<file path="config.mk">
export PLATFORM = sky130hd
export DESIGN_NAME = tcc_timer
export DESIGN_NICKNAME = d
export VERILOG_FILES = /design/src/logic/tcc_pkg.sv /design/src/logic/tcc_timer.sv /design/src/logic/tcc_prescaler.sv /design/src/logic/tcc_channel.sv
export SDC_FILE = /design/constraint.sdc
export NUM_CORES = 1
export LEC_CHECK = 0
export CAP_MARGIN = 20
export CORE_MARGIN = 2
export CORE_UTILIZATION = 40
export DETAILED_ROUTE_END_ITERATION = 12
export DONT_BUFFER_PORTS = 1
export PLACE_DENSITY = 0.5
export SETUP_SLACK_MARGIN = 0.2
export SLEW_MARGIN = 20
export SYNTH_ARGS = -nofsm -noshare
export SYNTH_HDL_FRONTEND = slang
export SYNTH_SLANG_ARGS = --single-unit
</file>
<file path="constraint.sdc">
create_clock -name CORE_CLK_I -period 7.6 [get_ports CORE_CLK_I]
set_clock_uncertainty 0.1 [all_clocks]
set_input_delay 1.52 -clock CORE_CLK_I [delete_from_list [all_inputs] [get_ports CORE_CLK_I]]
set_output_delay 1.52 -clock CORE_CLK_I [all_outputs]
set_load 0.02 [all_outputs]
</file>
<file path="src/logic/tcc_pkg.sv">
package tcc_pkg;
	// apb byte offsets, one aligned word per register
	localparam logic [7:0] TCC_OFF_TSC   = 8'h00;
	localparam logic [7:0] TCC_OFF_CNT   = 8'h04;
	localparam logic [7:0] TCC_OFF_MOD   = 8'h08;
	localparam logic [7:0] TCC_OFF_CSC0  = 8'h0c;
	localparam logic [7:0] TCC_OFF_CVAL0 = 8'h10;
	localparam logic [7:0] TCC_OFF_CSC1  = 8'h14;
	localparam logic [7:0] TCC_OFF_CVAL1 = 8'h18;

	// timer status/control field positions
	localparam int TSC_OVF_FLAG  = 7;
	localparam int TSC_OVF_IE    = 6;
	localparam int TSC_STOP      = 5;
	localparam int TSC_CNT_RST   = 4;
	// channel status/control field positions
	localparam int CSC_FLAG      = 7;
	localparam int CSC_IE        = 6;
	localparam int CSC_BUF_SEL   = 5;
	localparam int CSC_UNBUF_SEL = 4;
	localparam int CSC_EDGE_HI   = 3;
	localparam int CSC_EDGE_LO   = 2;
	localparam int CSC_TOV       = 1;

	// values after reset
	localparam logic [15:0] TCC_MOD_RST  = 16'hffff;
	localparam logic [15:0] TCC_CVAL_RST = 16'h0000;
	localparam logic [2:0]  TCC_PS_RST   = 3'h0;
	localparam logic        TCC_STOP_RST = 1'b1;

	// prescale select code that picks the external clock pin
	localparam logic [2:0]  TCC_PS_EXT   = 3'h7;
	localparam int          TCC_PS_BITS  = 6;

	// edge or output action encodings of the two-bit edge field
	localparam logic [1:0] TCC_ACT_NONE  = 2'h0;
	localparam logic [1:0] TCC_ACT_RISE  = 2'h1;  // capture rising / toggle
	localparam logic [1:0] TCC_ACT_FALL  = 2'h2;  // capture falling / clear
	localparam logic [1:0] TCC_ACT_BOTH  = 2'h3;  // capture either / set

	// which linked register pair drives the buffered compare
	typedef enum logic [1:0] {
		TCC_BUF_CH0 = 2'b01,
		TCC_BUF_CH1 = 2'b10
	} tcc_buf_e;

	// a channel is output compare when either mode select is set
	function automatic logic tcc_is_compare(input logic buf_sel,
	                                        input logic unbuf_sel);
		tcc_is_compare = buf_sel | unbuf_sel;
	endfunction
endpackage

</file>
<file path="src/logic/tcc_timer.sv">
// Notes on behaviour
// - 16-bit up-counter, free-running or restarting at the modulo value.
// - terminal count comes from the software-written modulo register.
// - counter reads never disturb or pause counting.
// - two channels, each input capture or output compare.
// - counter clock: seven bus clock divisions or external clock pin.
// - three-bit prescale select field picks the counter clock.
// - active capture edge copies counter into the channel value.
// - capture edge selectable: rising, falling or either.
// - compare equality sets, clears or toggles the channel pin.
// - capture and compare events can request interrupts.
// - any channel pin optionally toggles on each overflow.
// - controls to halt the counter and to reset it.
// - unbuffered value writes take effect at once; equality only.
// - unsynchronised unbuffered changes may misbehave two periods.
// - buffered select links channels 0 and 1 onto channel-0 pin.
// - linked: channel 0 first, then last written pair per overflow.
// - linked: channel-0 control governs, channel-1 control ignored.
// - linked: channel-1 pin released for general use.
// - overflow flag set at modulo; interrupt only if enabled.
// - channel flag set per event; interrupt only if enabled.
// - buffered select wins over unbuffered select.
//
// The placing of the registers and the APB register port were decided locally.
module tcc_timer
	import tcc_pkg::*;
#(
	parameter int CW = 16
) (
	input  wire logic        CORE_CLK_I,
	input  wire logic        SRST_I,
	input  wire logic        PSEL_I,
	input  wire logic        PENABLE_I,
	input  wire logic        PWRITE_I,
	input  wire logic [7:0]  PADDR_I,
	input  wire logic [31:0] PWDATA_I,
	output logic [31:0]      PRDATA_O,
	output logic             PREADY_O,
	output logic             PSLVERR_O,
	input  wire logic        EXT_TIMER_CLOCK_PIN_I,
	input  wire logic        CHAN0_PIN_I,
	output logic             CHAN0_PIN_O,
	output logic             CHAN0_PIN_OE_O,
	input  wire logic        CHAN1_PIN_I,
	output logic             CHAN1_PIN_O,
	output logic             CHAN1_PIN_OE_O,
	output logic             OVF_IRQ_O,
	output logic             CHAN0_IRQ_O,
	output logic             CHAN1_IRQ_O
);
	logic [CW-1:0] cnt_r;
	logic [CW-1:0] mod_r;
	logic [CW-1:0] cval_r [2];
	logic [7:0]    csc_r [2];
	logic [2:0]    prescale_select_r;
	logic          stop_r;
	logic          ovf_flag_r;
	logic          ovf_ie_r;
	logic          cnt_clr;
	logic          tick;
	logic          ovf_pulse_r;
	logic          upd_r;
	tcc_buf_e      buf_act_r;
	tcc_buf_e      buf_last_r;
	logic          linked;
	logic [1:0]    is_cmp;
	logic [1:0]    ch_en;
	logic [1:0]    ch_evt;
	logic [1:0]    ch_pin;
	logic [1:0]    ch_flag_r;
	logic [CW-1:0] ch_val [2];
	logic          wr_en;
	logic          rd_setup;
	logic [31:0]   rd_mux;
	logic          addr_ok;

	// bus decode: write lands only at the access edge with ready high
	assign wr_en    = PSEL_I & PENABLE_I & PWRITE_I & PREADY_O;
	assign rd_setup = PSEL_I & ~PENABLE_I;
	assign cnt_clr  = wr_en && (PADDR_I == TCC_OFF_TSC) &&
	                  PWDATA_I[TSC_CNT_RST];

	// buffered select outranks unbuffered select on channel 0
	assign linked = csc_r[0][CSC_BUF_SEL];

	// channel 1 control is ignored and the channel idles when linked
	assign ch_en[0] = 1'b1;
	assign ch_en[1] = ~linked;
	assign is_cmp[0] = tcc_is_compare(csc_r[0][CSC_BUF_SEL],
	                                  csc_r[0][CSC_UNBUF_SEL]);
	assign is_cmp[1] = tcc_is_compare(1'b0, csc_r[1][CSC_UNBUF_SEL]);

	// channel 0 compares against whichever linked pair is active
	assign ch_val[0] = (linked && buf_act_r == TCC_BUF_CH1) ?
	                   cval_r[1] : cval_r[0];
	assign ch_val[1] = cval_r[1];

	// counter clock source: bus clock division or external pin
	tcc_prescaler u_presc (
		.clk_i     (CORE_CLK_I),
		.srst_i    (SRST_I),
		.clr_i     (cnt_clr),
		.run_i     (~stop_r),
		.sel_i     (prescale_select_r),
		.ext_clk_i (EXT_TIMER_CLOCK_PIN_I),
		.tick_o    (tick)
	);

	// counter; reads never touch it, so counting is undisturbed
	always_ff @(posedge CORE_CLK_I) begin
		if (SRST_I || cnt_clr) begin
			cnt_r <= '0;
		end else if (tick && !stop_r) begin
			if (cnt_r == mod_r) begin
				cnt_r <= '0;
			end else begin
				cnt_r <= cnt_r + 1'b1;
			end
		end
	end

	// overflow pulse with the wrap; update pulse once the new count stands
	always_ff @(posedge CORE_CLK_I) begin
		if (SRST_I || cnt_clr) begin
			ovf_pulse_r <= 1'b0;
			upd_r       <= 1'b0;
		end else begin
			ovf_pulse_r <= tick && !stop_r && (cnt_r == mod_r);
			upd_r       <= tick && !stop_r;
		end
	end

	// channel pins, events, compare and capture edge logic
	for (genvar i = 0; i < 2; i++) begin : g_ch
		tcc_channel #(
			.CW(CW)
		) u_ch (
			.clk_i     (CORE_CLK_I),
			.srst_i    (SRST_I),
			.enable_i  (ch_en[i]),
			.compare_i (is_cmp[i]),
			.action_i  (csc_r[i][CSC_EDGE_HI:CSC_EDGE_LO]),
			.tov_i     (csc_r[i][CSC_TOV]),
			.upd_i     (upd_r),
			.ovf_i     (ovf_pulse_r),
			.cnt_i     (cnt_r),
			.val_i     (ch_val[i]),
			.pin_i     (i == 0 ? CHAN0_PIN_I : CHAN1_PIN_I),
			.pin_o     (ch_pin[i]),
			.event_o   (ch_evt[i])
		);
	end

	// pin drivers; channel 1 lets go of its pin while linked
	always_ff @(posedge CORE_CLK_I) begin
		if (SRST_I) begin
			CHAN0_PIN_O    <= 1'b0;
			CHAN0_PIN_OE_O <= 1'b0;
			CHAN1_PIN_O    <= 1'b0;
			CHAN1_PIN_OE_O <= 1'b0;
		end else begin
			CHAN0_PIN_O    <= ch_pin[0];
			CHAN0_PIN_OE_O <= is_cmp[0];
			CHAN1_PIN_O    <= ch_pin[1];
			CHAN1_PIN_OE_O <= is_cmp[1] & ~linked;
		end
	end

	// linked pair bookkeeping: remember last written, swap on overflow
	always_ff @(posedge CORE_CLK_I) begin
		if (SRST_I || !linked) begin
			buf_act_r  <= TCC_BUF_CH0;
			buf_last_r <= TCC_BUF_CH0;
		end else begin
			if (wr_en && PADDR_I == TCC_OFF_CVAL0) begin
				buf_last_r <= TCC_BUF_CH0;
			end else if (wr_en && PADDR_I == TCC_OFF_CVAL1) begin
				buf_last_r <= TCC_BUF_CH1;
			end
			// writing the active pair acts unbuffered, by design
			if (ovf_pulse_r) begin
				buf_act_r <= buf_last_r;
			end
		end
	end

	// timer status/control: select, stop, enable; modulo register
	always_ff @(posedge CORE_CLK_I) begin
		if (SRST_I) begin
			prescale_select_r <= TCC_PS_RST;
			stop_r            <= TCC_STOP_RST;
			ovf_ie_r          <= 1'b0;
			mod_r             <= TCC_MOD_RST;
		end else if (wr_en && PADDR_I == TCC_OFF_TSC) begin
			prescale_select_r <= PWDATA_I[2:0];
			stop_r            <= PWDATA_I[TSC_STOP];
			ovf_ie_r          <= PWDATA_I[TSC_OVF_IE];
		end else if (wr_en && PADDR_I == TCC_OFF_MOD) begin
			mod_r             <= PWDATA_I[CW-1:0];
		end
	end

	// overflow flag: cleared by writing zero, a new overflow wins
	always_ff @(posedge CORE_CLK_I) begin
		if (SRST_I) begin
			ovf_flag_r <= 1'b0;
		end else if (ovf_pulse_r) begin
			ovf_flag_r <= 1'b1;
		end else if (wr_en && PADDR_I == TCC_OFF_TSC &&
		             !PWDATA_I[TSC_OVF_FLAG]) begin
			ovf_flag_r <= 1'b0;
		end
	end

	// channel control and value registers; capture loads the value
	for (genvar i = 0; i < 2; i++) begin : g_reg
		localparam logic [7:0] OFF_CSC = i == 0 ? TCC_OFF_CSC0 : TCC_OFF_CSC1;
		localparam logic [7:0] OFF_VAL = i == 0 ? TCC_OFF_CVAL0 : TCC_OFF_CVAL1;

		always_ff @(posedge CORE_CLK_I) begin
			if (SRST_I) begin
				csc_r[i] <= 8'h00;
			end else if (wr_en && PADDR_I == OFF_CSC) begin
				// buffered select exists on channel 0 only
				csc_r[i] <= PWDATA_I[7:0] &
				            (i == 0 ? 8'h7e : 8'h5e);
			end
		end

		always_ff @(posedge CORE_CLK_I) begin
			if (SRST_I) begin
				cval_r[i] <= TCC_CVAL_RST;
			end else if (ch_evt[i] && !is_cmp[i]) begin
				cval_r[i] <= cnt_r;
			end else if (wr_en && PADDR_I == OFF_VAL) begin
				// a compare value is replaced at once
				cval_r[i] <= PWDATA_I[CW-1:0];
			end
		end

		// event flag: set on every event, set beats a zero write
		always_ff @(posedge CORE_CLK_I) begin
			if (SRST_I) begin
				ch_flag_r[i] <= 1'b0;
			end else if (ch_evt[i]) begin
				ch_flag_r[i] <= 1'b1;
			end else if (wr_en && PADDR_I == OFF_CSC &&
			             !PWDATA_I[CSC_FLAG]) begin
				ch_flag_r[i] <= 1'b0;
			end
		end
	end

	// interrupt requests gated by their enables
	always_ff @(posedge CORE_CLK_I) begin
		if (SRST_I) begin
			OVF_IRQ_O   <= 1'b0;
			CHAN0_IRQ_O <= 1'b0;
			CHAN1_IRQ_O <= 1'b0;
		end else begin
			OVF_IRQ_O   <= ovf_flag_r & ovf_ie_r;
			CHAN0_IRQ_O <= ch_flag_r[0] & csc_r[0][CSC_IE];
			CHAN1_IRQ_O <= ch_flag_r[1] & csc_r[1][CSC_IE] &
			               ~linked;
		end
	end

	// read mux; unmapped offsets read zero and flag an error
	always_comb begin
		rd_mux  = 32'h0000_0000;
		addr_ok = 1'b1;
		unique case (PADDR_I)
			TCC_OFF_TSC: rd_mux[7:0] = {ovf_flag_r, ovf_ie_r, stop_r,
			                            2'b00, prescale_select_r};
			TCC_OFF_CNT:   rd_mux[CW-1:0] = cnt_r;
			TCC_OFF_MOD:   rd_mux[CW-1:0] = mod_r;
			TCC_OFF_CSC0:  rd_mux[7:0] = {ch_flag_r[0], csc_r[0][6:0]};
			TCC_OFF_CVAL0: rd_mux[CW-1:0] = cval_r[0];
			TCC_OFF_CSC1:  rd_mux[7:0] = {ch_flag_r[1], csc_r[1][6:0]};
			TCC_OFF_CVAL1: rd_mux[CW-1:0] = cval_r[1];
			default:       addr_ok = 1'b0;
		endcase
	end

	// answer registered in setup, so every access has zero wait states
	always_ff @(posedge CORE_CLK_I) begin
		if (SRST_I) begin
			PREADY_O  <= 1'b0;
			PSLVERR_O <= 1'b0;
			PRDATA_O  <= 32'h0000_0000;
		end else begin
			PREADY_O  <= rd_setup;
			PSLVERR_O <= rd_setup & ~addr_ok;
			PRDATA_O  <= (rd_setup && !PWRITE_I) ? rd_mux : 32'h0000_0000;
		end
	end
endmodule

</file>
<file path="src/logic/tcc_prescaler.sv">
module tcc_prescaler
	import tcc_pkg::*;
(
	input  wire logic       clk_i,
	input  wire logic       srst_i,
	input  wire logic       clr_i,
	input  wire logic       run_i,
	input  wire logic [2:0] sel_i,
	input  wire logic       ext_clk_i,
	output logic            tick_o
);
	logic [TCC_PS_BITS-1:0] div_r;
	logic [2:0]             ext_sync_r;
	logic [TCC_PS_BITS-1:0] mask;

	// free divider; cleared with the counter so phases restart together
	always_ff @(posedge clk_i) begin
		if (srst_i || clr_i) begin
			div_r <= '0;
		end else if (run_i) begin
			div_r <= div_r + 1'b1;
		end
	end

	// pin is asynchronous: two flops, then a third for the edge
	always_ff @(posedge clk_i) begin
		if (srst_i) begin
			ext_sync_r <= 3'h0;
		end else begin
			ext_sync_r <= {ext_sync_r[1:0], ext_clk_i};
		end
	end

	// divide by 2**sel: tick when the low sel bits are all ones
	assign mask = TCC_PS_BITS'((7'h1 << sel_i) - 7'h1);

	always_ff @(posedge clk_i) begin
		if (srst_i || clr_i || !run_i) begin
			tick_o <= 1'b0;
		end else if (sel_i == TCC_PS_EXT) begin
			tick_o <= ext_sync_r[1] & ~ext_sync_r[2];
		end else begin
			tick_o <= (div_r & mask) == mask;
		end
	end
endmodule

</file>
<file path="src/logic/tcc_channel.sv">
module tcc_channel
	import tcc_pkg::*;
#(
	parameter int CW = 16
) (
	input  wire logic          clk_i,
	input  wire logic          srst_i,
	input  wire logic          enable_i,
	input  wire logic          compare_i,
	input  wire logic [1:0]    action_i,
	input  wire logic          tov_i,
	input  wire logic          upd_i,
	input  wire logic          ovf_i,
	input  wire logic [CW-1:0] cnt_i,
	input  wire logic [CW-1:0] val_i,
	input  wire logic          pin_i,
	output logic               pin_o,
	output logic               event_o
);
	logic [2:0] pin_sync_r;
	logic       rise;
	logic       fall;
	logic       match;

	// two-flop synchroniser plus history for the edge detector
	always_ff @(posedge clk_i) begin
		if (srst_i) begin
			pin_sync_r <= 3'h0;
		end else begin
			pin_sync_r <= {pin_sync_r[1:0], pin_i};
		end
	end

	assign rise  = pin_sync_r[1] & ~pin_sync_r[2];
	assign fall  = ~pin_sync_r[1] & pin_sync_r[2];
	// equality only: a value already passed gives no match this period
	assign match = upd_i && (cnt_i == val_i);

	// one pulse per capture edge, or per compare match with an action selected
	always_ff @(posedge clk_i) begin
		if (srst_i || !enable_i) begin
			event_o <= 1'b0;
		end else if (compare_i) begin
			event_o <= match && (action_i != TCC_ACT_NONE);
		end else begin
			unique case (action_i)
				TCC_ACT_RISE: event_o <= rise;
				TCC_ACT_FALL: event_o <= fall;
				TCC_ACT_BOTH: event_o <= rise | fall;
				default:      event_o <= 1'b0;
			endcase
		end
	end

	// pin drive: compare action, and optional toggle on overflow
	always_ff @(posedge clk_i) begin
		if (srst_i) begin
			pin_o <= 1'b0;
		end else if (enable_i && compare_i) begin
			if (ovf_i && tov_i) begin
				pin_o <= ~pin_o;
			end else if (match) begin
				unique case (action_i)
					TCC_ACT_RISE: pin_o <= ~pin_o;
					TCC_ACT_FALL: pin_o <= 1'b0;
					TCC_ACT_BOTH: pin_o <= 1'b1;
					default:      pin_o <= pin_o;
				endcase
			end
		end
	end
endmodule

</file>
==> impl_results.md, run 1 <==
- Final Total Pwr: 1.63 mW
- Share of layout cells above drive strength 1: 7.46%
- Area grow syn2layout: 8.74%
- Sink Count: 134
- FFs w/ async S/R, synth: 0%
- Ys Warns: 0
- CP Max Fanout: 17
- Worst VDD drop: 154 uV
- CTS tree: done
- Sequential element share of the synthesized area: 46.1%
- Vert. Die Dim: 134 um
- Vias per cell: 5.57
- Root buffer cell: clkbuf_16
- Post-synth EDFFs: 43
- F_max: 256 MHz
- Starting Density: 40.9%
- Detailed Route Iter0 Violations: 543
- CP Data Arrival Time: 4080 ps
- Worst slew pin tran: 1040 ps
- CP peak stage delay: 740 ps
- Hold Violations, Final: 0
- Count of different cell masters after synthesis: 62
- Largest cells by area after synthesis: dfxtp_1 (27%), edfxtp_1 (19%), nand2_1 (5.3%)
- Largest net degree at the start of global routing: 31
- Critical path's top delay family: simple AND/OR/NAND/NOR gates
- Commonest cells post-synth: nand2_1 (95), dfxtp_1 (91), nor2_1 (74), edfxtp_1 (43), a21oi_1 (41)
- Drt wl/cell: 20.4 um
- Yosys top cell area share: 27.0%
- Syn Inst Count: 726
- Post-Route Utilization: 44.5%
- Vias: 5184
- TritonCTS Buffers: 17
- Final setup fails: 0
- Most frequent CP cell: nand2_1
- Setup WS post-layout: 3700 ps
- Core ar.: 16500 sq um
- Total congestion overflow: 0
- Power Dens Cells: 222 nW/um^2
- Nature of the critical path endpoint: flop
- Post-CTS Resized: 0
- Crit path cell chain: nor3_2 -> nand2_1 -> nor2_1 -> and2_1 -> nand2_1 -> nand2_1 -> nand3_1
- Area of the multi-input gates: 3220 sq um
- Design Area, Final: 7350 sq um
- Worst Path Required: 7780 ps
- NumNets Final: 760
- Period utilisation layout: 51.4%
- Synth Flop Type: dfxtp_1
- Gr usage total: 21.8%
- Non-filler instance count after layout: 930
- I/O Buffers: 0
- Hold-fix buffer count after cts: 0
- Register area: 3110 sq um
- WP buf/inv: 0
- FF+latch count, synth: 134
- First-pass GRT wire length: 29200 um
- Worst slack, placed: 3290 ps
- Post-DP HPWL: 13000 um
- H-tree Lvls: 4
- Drt total wl: 19000 um
- Num ports: 89
- Area leader, netlist: dfxtp_1
- Clock latency on the worst-skew pair: 420 ps
- Final Critical Period: 3900 ps
- First-pass DRT Iterations: 5
- Syn avg cell area: 9.31 sq um
- Dpl cell area: 6740 sq um
- Setup TNS: 0 ps
- Post-CTS Setup Repair Bufs: 0
- Outcome: completed
- Drt drc: 0
- Post-route ant nets: 0
- Hold Path Class: reg2reg
- Placed cells: 898
- Crit Path Class: in2reg
- Hold Worst Slack: 336 ps
- Worst-path clk slew: 60 ps
- CTS Buffer Depth: 2
- Startpoint types: primary input
- Fin. max-slew vios: 0
- Placer Congestion: 0.802
- Slowest cell on crit path: and2_1
- Most common cell in the synthesized netlist: nand2_1
- Static Leak: 2.90 nW
- Number of global-route vias before repair: 4987
- Syn Std Cell Area: 6760 sq um
- Antenna violations before repair: 0
- Antenna cells: 0
- Max-cap viol count: 0
- Num rows: 47
- RSZ-0062 raised after global routing: false
- Worst rel slew slack: 29.8%
- Filler cells: 1608
- Die area: 18000 sq um
- Die width: 134 um
cell type report:
cell class / instances / share of cell area [%]
clock buffers: 28 / 8.05
well taps: 220 / 3.75
repair buffers: 7 / 0.715
inverters: 20 / 1.02
clock inverters: 4 / 0.306
multi-input cells: 517 / 43.8
flip-flops and latches: 134 / 42.4
worst paths after layout:
check / from / end / slack, ps / cells after the start
worst max-delay path: PADDR_I[5] / mod_r[12] / 3700 / 7
worst min-delay path: g_ch[1].u_ch.pin_sync_r[0] / g_ch[1].u_ch.pin_sync_r[1] / 340 / 1
worst max register to register: csc_r[0][4] / g_ch[0].u_ch.pin_o / 4490 / 7
worst min register to register: g_ch[1].u_ch.pin_sync_r[0] / g_ch[1].u_ch.pin_sync_r[1] / 340 / 1
cells by family (layout without fill, tap and decap cells):
group | count (synthesis) | count (layout) | share of synthesized area, %
mux | 20 | 20 | 3.05
simple gates | 285 | 285 | 20.2
buf+inv | 90 | 59 | 7.22
compound gates | 117 | 117 | 12.3
flops | 134 | 134 | 46.1
fa+ha+maj | 15 | 15 | 2.78
xor+xnor | 64 | 64 | 8.29
other cells | 1 | 16 | 0.0555
worst reg2reg max path, delay by kind of cell (launching register included):
| kind | cells | cell delay, ps |
|---|---|---|
| AND/OR/NAND/NOR | 2 | 830 |
| flip-flops | 1 | 640 |
| AO/OA/AOI/OAI | 2 | 610 |
| XOR/XNOR | 1 | 120 |
| multiplexers | 2 | 690 |
sequential cells by signal, indices dropped and copies added (netlist names), 2 cells and up:
name                  flops
g_ch.u_ch.pin_o           2
csc_r                    11
buf_act_r                 2
mod_r                    16
cnt_r                    16
u_presc.div_r             6
g_ch.u_ch.pin_sync_r      6
u_presc.ext_sync_r        3
cval_r                   32
PRDATA_O                 16
buf_last_r                2
prescale_select_r         3
g_ch.u_ch.event_o         2
ch_flag_r                 2
layer usage:
| metal | vias to the layer above | track usage [%] | share of wire (%) |
|---|---|---|---|
| met5 | - | 0 | 0 |
| met4 | 0 | 9.40 | 2.1 |
| met3 | 30 | 4.95 | 7.6 |
| met2 | 235 | 33.9 | 47 |
| met1 | 2478 | 29.1 | 44 |
| li1 | 2441 | - | - |
placed cells by master (no fill, tap or decap), types with 2 or more instances in the layout:
cell	count
xnor2_1	29
dfxtp_1	91
nor2_1	74
nand2_1	95
clkbuf_16	21
mux2i_1	15
nand4_1	9
nand3_1	31
nor3_2	2
nor3_1	8
clkbuf_1	3
nand2_2	2
and3_1	23
a31oi_1	7
inv_4	2
clkbuf_8	4
mux2_2	4
ha_1	15
a221oi_1	2
o211ai_1	4
a222oi_1	15
clkinv_2	2
edfxtp_1	43
inv_1	19
and2_1	3
o21ai_0	11
a22oi_1	4
buf_4	7
a21oi_1	41
nand2b_1	5
nor4_1	4
a22o_1	17
xor2_1	35
o22ai_1	3
conb_1	16
nor4_4	2
nor2b_1	17
power breakdown:
group	switching, mW	internal, mW	total, mW
clock	0.302	0.530	0.832
sequential	0.00951	0.748	0.758
combinational	0.0309	0.0129	0.0438
No activity file was read; power rests on OpenSTA's default activity.
==> inputs of run 2 (changes only) <==
--- a/config.mk
+++ b/config.mk
@@ -10,7 +10,7 @@
 export CORE_UTILIZATION = 40
 export DETAILED_ROUTE_END_ITERATION = 12
 export DONT_BUFFER_PORTS = 1
-export PLACE_DENSITY = 0.5
+export PLACE_DENSITY = 0.52
 export SETUP_SLACK_MARGIN = 0.2
 export SLEW_MARGIN = 20
 export SYNTH_ARGS = -nofsm -noshare
==> constraint.sdc (replaced) <==
create_clock -name CORE_CLK_I -period 3.25 [get_ports CORE_CLK_I]
set_clock_uncertainty 0.1 [all_clocks]
set_input_delay 0.65 -clock CORE_CLK_I [delete_from_list [all_inputs] [get_ports CORE_CLK_I]]
set_output_delay 0.65 -clock CORE_CLK_I [all_outputs]
set_load 0.02 [all_outputs]
==> run 2 against run 1 <==
  * Highest routed layer unchanged
  * Non-clock buffer count up 22
  * Via count up 1.8%
  * Die area unchanged
  * Global-route usage up 0.43 points
  * Critical path type is now reg2reg
  * Sequential power up 130%
  * Sequential share of layout area down 0.61 points
  * Setup slack worse by 3100 ps
  * Total power up 130%
  * Cell count up 2.4%
==> impl_results.md, run 2 (same netlist as run 1, synthesis figures left out) <==
- Final Critical Period: 2650 ps
- CP Data Arrival Time: 2840 ps (-1240 ps)
- Total congestion overflow: 0 (unchanged)
- Number of global-route vias before repair: 5262 (+5.5%)
- Final setup fails: 0 (unchanged)
- TritonCTS Buffers: 17 (unchanged)
- Most frequent CP cell: o21ai_0
- Worst rel slew slack: 34.7% (+4.9 points)
- Post-Route Utilization: 45.1% (+0.65 points)
- Sink Count: 134 (unchanged)
- Setup WS post-layout: 604 ps (-3090 ps)
- Drt total wl: 19300 um (+1.8%)
- Worst-path clk slew: 60 ps (about the same)
- Power Dens Cells: 497 nW/um^2 (+120%)
- Startpoint types: flop
- Commonest non-fill, non-tap cell in the layout: nand2_1
- First-pass DRT Iterations: 6 (+1)
- Hold-fix buffer count after cts: 0 (unchanged)
- Worst Setup SP: prescale_select_r[0]
- Core ar.: 16500 sq um (unchanged)
- Outcome: completed
- Hold Worst Slack: 183 ps (-153 ps)
- CP Max Fanout: 9 (-8)
- Max-cap viol count: 0 (unchanged)
- Max reg flops: 32 (unchanged)
- Non-filler instance count after layout: 952 (+2.4%)
- Die width: 134 um (unchanged)
- Setup TNS: 0 ps (unchanged)
- Post-route ant nets: 0 (unchanged)
- First-pass GRT wire length: 29800 um (+2.1%)
- Final Total Pwr: 3.70 mW (+130%)
- Num rows: 47 (unchanged)
- Crit path cell chain: nor3_1 -> inv_1 -> ha_1 -> a21oi_1 -> o21ai_0 -> a221o_1 -> o21ai_0 -> a2bb2oi_1 -> a2111oi_0
- Slowest cell on crit path: a2111oi_0
- Post-CTS Resized: 0 (unchanged)
- Nature of the critical path endpoint: flop
- CTS Buffer Depth: 2 (unchanged)
- Num ports: 89 (unchanged)
- Post-CTS Setup Repair Bufs: 0 (unchanged)
- Root buffer cell: clkbuf_16
- Antenna violations before repair: 0 (unchanged)
- Register area: 3110 sq um (unchanged)
- Period utilisation layout: 81.4%
- Vias: 5279 (+1.8%)
- Reg-to-reg startpoint: prescale_select_r[0]
- Hold Path Class: in2reg
- CTS tree: done
- Area grow syn2layout: 10.3%
- Largest net degree at the start of global routing: 31 (unchanged)
- R2R Setup Slk: 600 ps (-3890 ps)
- FF-to-FF End: u_presc.tick_o
- Static Leak: 2.98 nW (+2.6%)
- Fin. max-slew vios: 0 (unchanged)
- Filler cells: 1585 (-1.4%)
- Crit Path Class: reg2reg
- Clock latency on the worst-skew pair: 430 ps (about the same)
- Area of the multi-input gates: 3220 sq um (unchanged)
- Drt wl/cell: 20.3 um (-0.57%)
- Hold Crit Start: SRST_I
- H-tree Lvls: 4 (unchanged)
- Starting Density: 40.9% (unchanged)
- Worst hold path cell count: 1 (unchanged)
- Vert. Die Dim: 134 um (unchanged)
- Most frequent cells in the layout: nand2_1 (95), dfxtp_1 (91), nor2_1 (74), edfxtp_1 (43), a21oi_1 (41)
- RSZ-0062 raised after global routing: false
- Placed cells: 920 (+2.4%)
- Worst Path Required: 3450 ps (-4330 ps)
- Worst slew pin tran: 969 ps (-72.6 ps)
- Reg2Reg Depth: 9 (+2)
- Vias per cell: 5.55 (-0.52%)
- Hold Violations, Final: 0 (unchanged)
- Worst-case hold path end point: g_ch[1].u_ch.pin_o
- F_max: 378 MHz
- Dpl cell area: 6900 sq um (+2.5%)
- Worst VDD drop: 395 uV (+160%)
- Design Area, Final: 7460 sq um (+1.5%)
- Detailed Route Iter0 Violations: 607 (+12%)
- Worst slack, placed: 595 ps (-2690 ps)
- NumNets Final: 782 (+2.9%)
- CP peak stage delay: 440 ps (-300 ps)
- Die area: 18000 sq um (unchanged)
- Share of layout cells above drive strength 1: 9.99% (+2.5 points)
- Top reg by flops: cval_r
- Placer Congestion: 0.878 (+9.4%)
- Post-DP HPWL: 13700 um (+5.3%)
- Gr usage total: 22.2% (+0.43 points)
- Drt drc: 0 (unchanged)
- I/O Buffers: 0 (unchanged)
run 2: changes by cell type in the layout (fill, tap and decap cells not counted):
cell	before	now
bufinv_16	0	1
clkinvlp_4	0	1
inv_4	2	0
buf_4	7	29
diode_2	0	1
clkbuf_1	3	4
clkinv_2	2	4
clkbuf_16	21	18
clkbuf_8	4	1
clkinv_4	0	2
run 2: worst max-delay path, delay by kind of cell (launching register included):
kind | cells | cell delay, ps
fa+ha+maj | 1 | 260
simple gates | 1 | 330
buf+inv | 1 | 80
flops | 1 | 410
compound gates | 6 | 1320
run 2: how the worst max path moves through the flow:
| stage | depth (start not counted) | end | slack [ps] |
|---|---|---|---|
| detailed placement | 6 | cval_r[1][13] | 600 |
| global route | 9 | u_presc.tick_o | 420 |
| floorplan | 4 | cval_r[1][0] | 480 |
| finish | 9 | u_presc.tick_o | 600 |
| CTS | 9 | u_presc.tick_o | 570 |
| global placement | 6 | cval_r[1][11] | 640 |
run 2: final cells by class:
type / count / area share (%)
Tap cell: 220 / 3.69
Antenna cell: 1 / 0.0336
Sequential cell: 134 / 41.7
Clock inverter: 8 / 1.01
Inverter: 20 / 1.01
Multi-Input combinational cell: 517 / 43.2
Clock buffer: 23 / 6.43
Timing Repair Buffer: 29 / 2.92
run 2: per-layer routing:
metal / GRT usage (%) / part of all wire [%] / up-vias
li1: - / - / 2483
met1: 28.1 / 42 / 2555
met2: 36.6 / 48 / 214
met3: 6.42 / 8.2 / 27
met4: 7.27 / 1.7 / 0
met5: 0 / 0 / -
run 2: report_power, final:
group,internal [mW],switching [mW],leakage (nW)
Combinational,0.0326,0.0745,1.52
Sequential,1.75,0.0215,1.19
Clock,1.11,0.717,0.272
Total,2.89,0.813,2.98
==> inputs of run 3 (changes only) <==
--- a/config.mk
+++ b/config.mk
@@ -5,12 +5,13 @@
 export SDC_FILE = /design/constraint.sdc
 export NUM_CORES = 1
 export LEC_CHECK = 0
+export ABC_AREA = 1
 export CAP_MARGIN = 20
 export CORE_MARGIN = 2
 export CORE_UTILIZATION = 40
 export DETAILED_ROUTE_END_ITERATION = 12
 export DONT_BUFFER_PORTS = 1
-export PLACE_DENSITY = 0.52
+export PLACE_DENSITY = 0.5
 export SETUP_SLACK_MARGIN = 0.2
 export SLEW_MARGIN = 20
 export SYNTH_ARGS = -nofsm -noshare
==> constraint.sdc (replaced) <==
create_clock -name CORE_CLK_I -period 2.7 [get_ports CORE_CLK_I]
set_clock_uncertainty 0.1 [all_clocks]
set_input_delay 0.54 -clock CORE_CLK_I [delete_from_list [all_inputs] [get_ports CORE_CLK_I]]
set_output_delay 0.54 -clock CORE_CLK_I [all_outputs]
set_load 0.02 [all_outputs]
==> run 3 against run 2 <==
  * Register-to-register slack lost 150 ps
  * Sequential share of layout area shrank 1.5 points
  * Total power grew 26%
  * Synthesized cell count grew 17%
  * Sequential cell count is the same
  * Die area grew 1.9%
  * Non-clock buffer count shrank 5
  * Global-route usage grew 1.0 points
  * First-iteration DRC count shrank 3.3%
  * Design area grew 3.7%
  * Maximum frequency grew 18%
  * Cell count grew 16%
  * Highest routed layer unchanged
==> impl_results.md, run 3 <==
- Core ar.: 17100 sq um (+3.2%)
- Hold Violations, Final: 0 (unchanged)
- Worst rel slew slack: 55.0% (+20 points)
- Setup WS post-layout: 458 ps (-146 ps)
- Drt wl/cell: 18.9 um (-7.1%)
- Sequential share of power: 45.7% (-2.1 points)
- Yosys top cell area share: 26.4% (-0.53 points)
- Worst-path clk slew: 60 ps (about the same)
- Area grow syn2layout: 12.2%
- Root buffer cell: clkbuf_16
- Met2 Usage GRT: 36.3% (-0.23 points)
- Die area: 18300 sq um (+1.9%)
- Hold Path Class: in2reg
- NumNets Final: 925 (+18%)
- Global routing's busiest layer: met2
- Max-cap viol count: 0 (unchanged)
- Worst VDD drop: 402 uV (+1.9%)
- Drt total wl: 20800 um (+7.3%)
- Met3 GRT Util: 4.56% (-1.9 points)
- Post-synth EDFFs: 43 (unchanged)
- Most common cell in the synthesized netlist: nand2_1
- CP Max Fanout: 12 (+3)
- Most frequent cells in the layout: nand2_1 (156), inv_1 (111), nor2_1 (108), dfxtp_1 (91), edfxtp_1 (43)
- Num ports: 89 (unchanged)
- Post-synthesis adder-cell area fraction: 2.72% (-0.054 points)
- FFs w/ async S/R, synth: 0% (unchanged)
- Syn Inst Count: 851 (+17%)
- Hold-fix buffer count after cts: 0 (unchanged)
- Fin. max-slew vios: 0 (unchanged)
- Sink Count: 134 (unchanged)
- Setup TNS: 0 ps (unchanged)
- Syn avg cell area: 8.10 sq um (-13%)
- Placer Congestion: 0.869 (-1.0%)
- Gr usage total: 23.2% (+1.0 points)
- Post-CTS Setup Repair Bufs: 0 (unchanged)
- Syn Std Cell Area: 6890 sq um (+2.0%)
- Commonest cells post-synth: nand2_1 (156), inv_1 (111), nor2_1 (108), dfxtp_1 (91), edfxtp_1 (43)
- Nature of the critical path endpoint: flop
- Count of different cell masters after synthesis: 53 (-15%)
- NetSw: 1.02 mW (+25%)
- TritonCTS Buffers: 17 (unchanged)
- First-pass DRT Iterations: 6 (unchanged)
- Antenna cells: 0 (-1)
- Power Dens Cells: 603 nW/um^2 (+22%)
- Placed cells: 1068 (+16%)
- Post-synthesis simple-gate area fraction: 22.1% (+1.8 points)
- Worst Path Required: 2910 ps (-540 ps)
- Period utilisation layout: 83.0% (+1.6 points)
- Ys Warns: 0 (unchanged)
- Non-filler instance count after layout: 1100 (+16%)
- I/O Buffers: 0 (unchanged)
- Drt drc: 0 (unchanged)
- Number of global-route vias before repair: 5602 (+6.5%)
- Synth Flop Type: dfxtp_1
- F_max: 446 MHz (+18%)
- RSZ-0062 raised after global routing: false
- CTS tree: done
- Vias per cell: 5.41 (-2.5%)
- Static Leak: 3.13 nW (+5.1%)
- Vias: 5947 (+13%)
- Commonest non-fill, non-tap cell in the layout: nand2_1
- Final Total Pwr: 4.67 mW (+26%)
- Top reg by flops: cval_r
- Switching part of the total: 21.8% (-0.13 points)
- Area leader, netlist: dfxtp_1
- Num rows: 48 (+2.1%)
- Starting Density: 40.4% (-0.48 points)
- Largest cells by area after synthesis: dfxtp_1 (26%), edfxtp_1 (19%), nand2_1 (8.5%)
- Sequential element share of the synthesized area: 45.2% (-0.90 points)
- Startpoint types: flop
- Max reg flops: 32 (unchanged)
- Largest net degree at the start of global routing: 27 (-13%)
- Combinational Power Share: 3.6% (+0.7 points)
- Share of layout cells above drive strength 1: 10.3% (+0.30 points)
- CTS Buffer Depth: 2 (unchanged)
- Synth Area in Compound Gates: 15.2% (+2.8 points)
- Vert. Die Dim: 135 um (+0.97%)
- Final setup fails: 0 (unchanged)
- Worst slack, placed: 455 ps (-140 ps)
- Post-route ant nets: 0 (unchanged)
- Mux cell area share after synthesis: 0% (-3.1 points)
- Crit Path Class: reg2reg
- Post-Route Utilization: 45.3% (+0.22 points)
- Internal: 3.65 mW (+26%)
- H-tree Lvls: 4 (unchanged)
- Final Critical Period: 2240 ps (-404 ps)
- Total congestion overflow: 0 (unchanged)
- Grt met1 use: 32.4% (+4.4 points)
- Outcome: completed
- First-pass GRT wire length: 31600 um (+6.0%)
- Clk pwr share: 50.6% (+1.3 points)
- Post-DP HPWL: 15500 um (+13%)
- Clock latency on the worst-skew pair: 420 ps (about the same)
- Detailed Route Iter0 Violations: 587 (-3.3%)
- Synth Area in XOR/XNOR: 4.07% (-4.2 points)
- Post-CTS Resized: 0 (unchanged)
- Antenna violations before repair: 0 (unchanged)
- Die width: 135 um (+0.97%)
- Largest family of logic cells by synthesized area: simple AND/OR/NAND/NOR gates
- CP Data Arrival Time: 2450 ps (-390 ps)
- Worst slew pin tran: 669 ps (-300 ps)
- FF+latch count, synth: 134 (unchanged)
## run 3: cell count changes in the layout (fill, tap and decap cells not counted), moves of 18 or more
cell and delta:
inv_1 +92, nand2_1 +61, nor2_1 +34, a221oi_1 +29, xor2_1 -26, and3_1 -23
o22ai_1 +23, o21ai_0 +18
## run 3: power groups by stage
stage                     Clock [mW]  Combinational [mW]  Sequential (mW)
after global routing            2.47               0.186             2.14
after detailed placement           0               0.167             2.18
after CTS                       2.38               0.168             2.13
final                           2.36               0.169             2.13
after global placement             0               0.166             2.18
after floorplan                    0               0.144             2.17
## run 3: cell type report
class | count | area (sq um)
Multi-Input combinational cell | 565 | 3090
Timing Repair Buffer | 24 | 180
Clock buffer | 26 | 552
Inverter | 120 | 457
Tap cell | 225 | 282
Sequential cell | 134 | 3110
Fill cell | 1711 | 9320
Clock inverter | 6 | 57.6
## run 3: per-stage QoR
step	hold slack [ps]	area, sq um
2_1_floorplan	288	6950
3_3_place_gp	290	7130
3_5_place_dp	300	7130
4_1_cts	71.9	7730
5_1_grt	72.3	7730
6_report	84.7	7730
## run 3: per-layer routing
layer	part of all wire [%]	routed length (um)
met5	0	0
met4	1.9	401
met3	8.3	1730
met2	45	9300
met1	45	9330
## run 3: cell families after synthesis
group	count (synthesis)
xor+xnor	32
other cells	1
fa+ha+maj	15
buf+inv	167
simple gates	344
flops	134
compound gates	158
## run 3: final timing paths
check	start	to	slack (ps)	cells past startpoint
min	SRST_I	ch_flag_r[0]	80	1
max reg2reg	csc_r[0][4]	g_ch[0].u_ch.pin_o	460	11
max	csc_r[0][4]	g_ch[0].u_ch.pin_o	460	11
min reg2reg	g_ch[0].u_ch.pin_sync_r[0]	g_ch[0].u_ch.pin_sync_r[1]	300	2
## run 3: critical path: stages (launching register included)
cell and delay (ps):
edfxtp_1 500, nand2_2 110, nor2_4 320, nand2_1 130, nand3_1 110, nand2_1 70
nor2_1 100, nand3_1 100, nor2_1 260, nand2_1 120, a21oi_1 150, a21oi_1 50
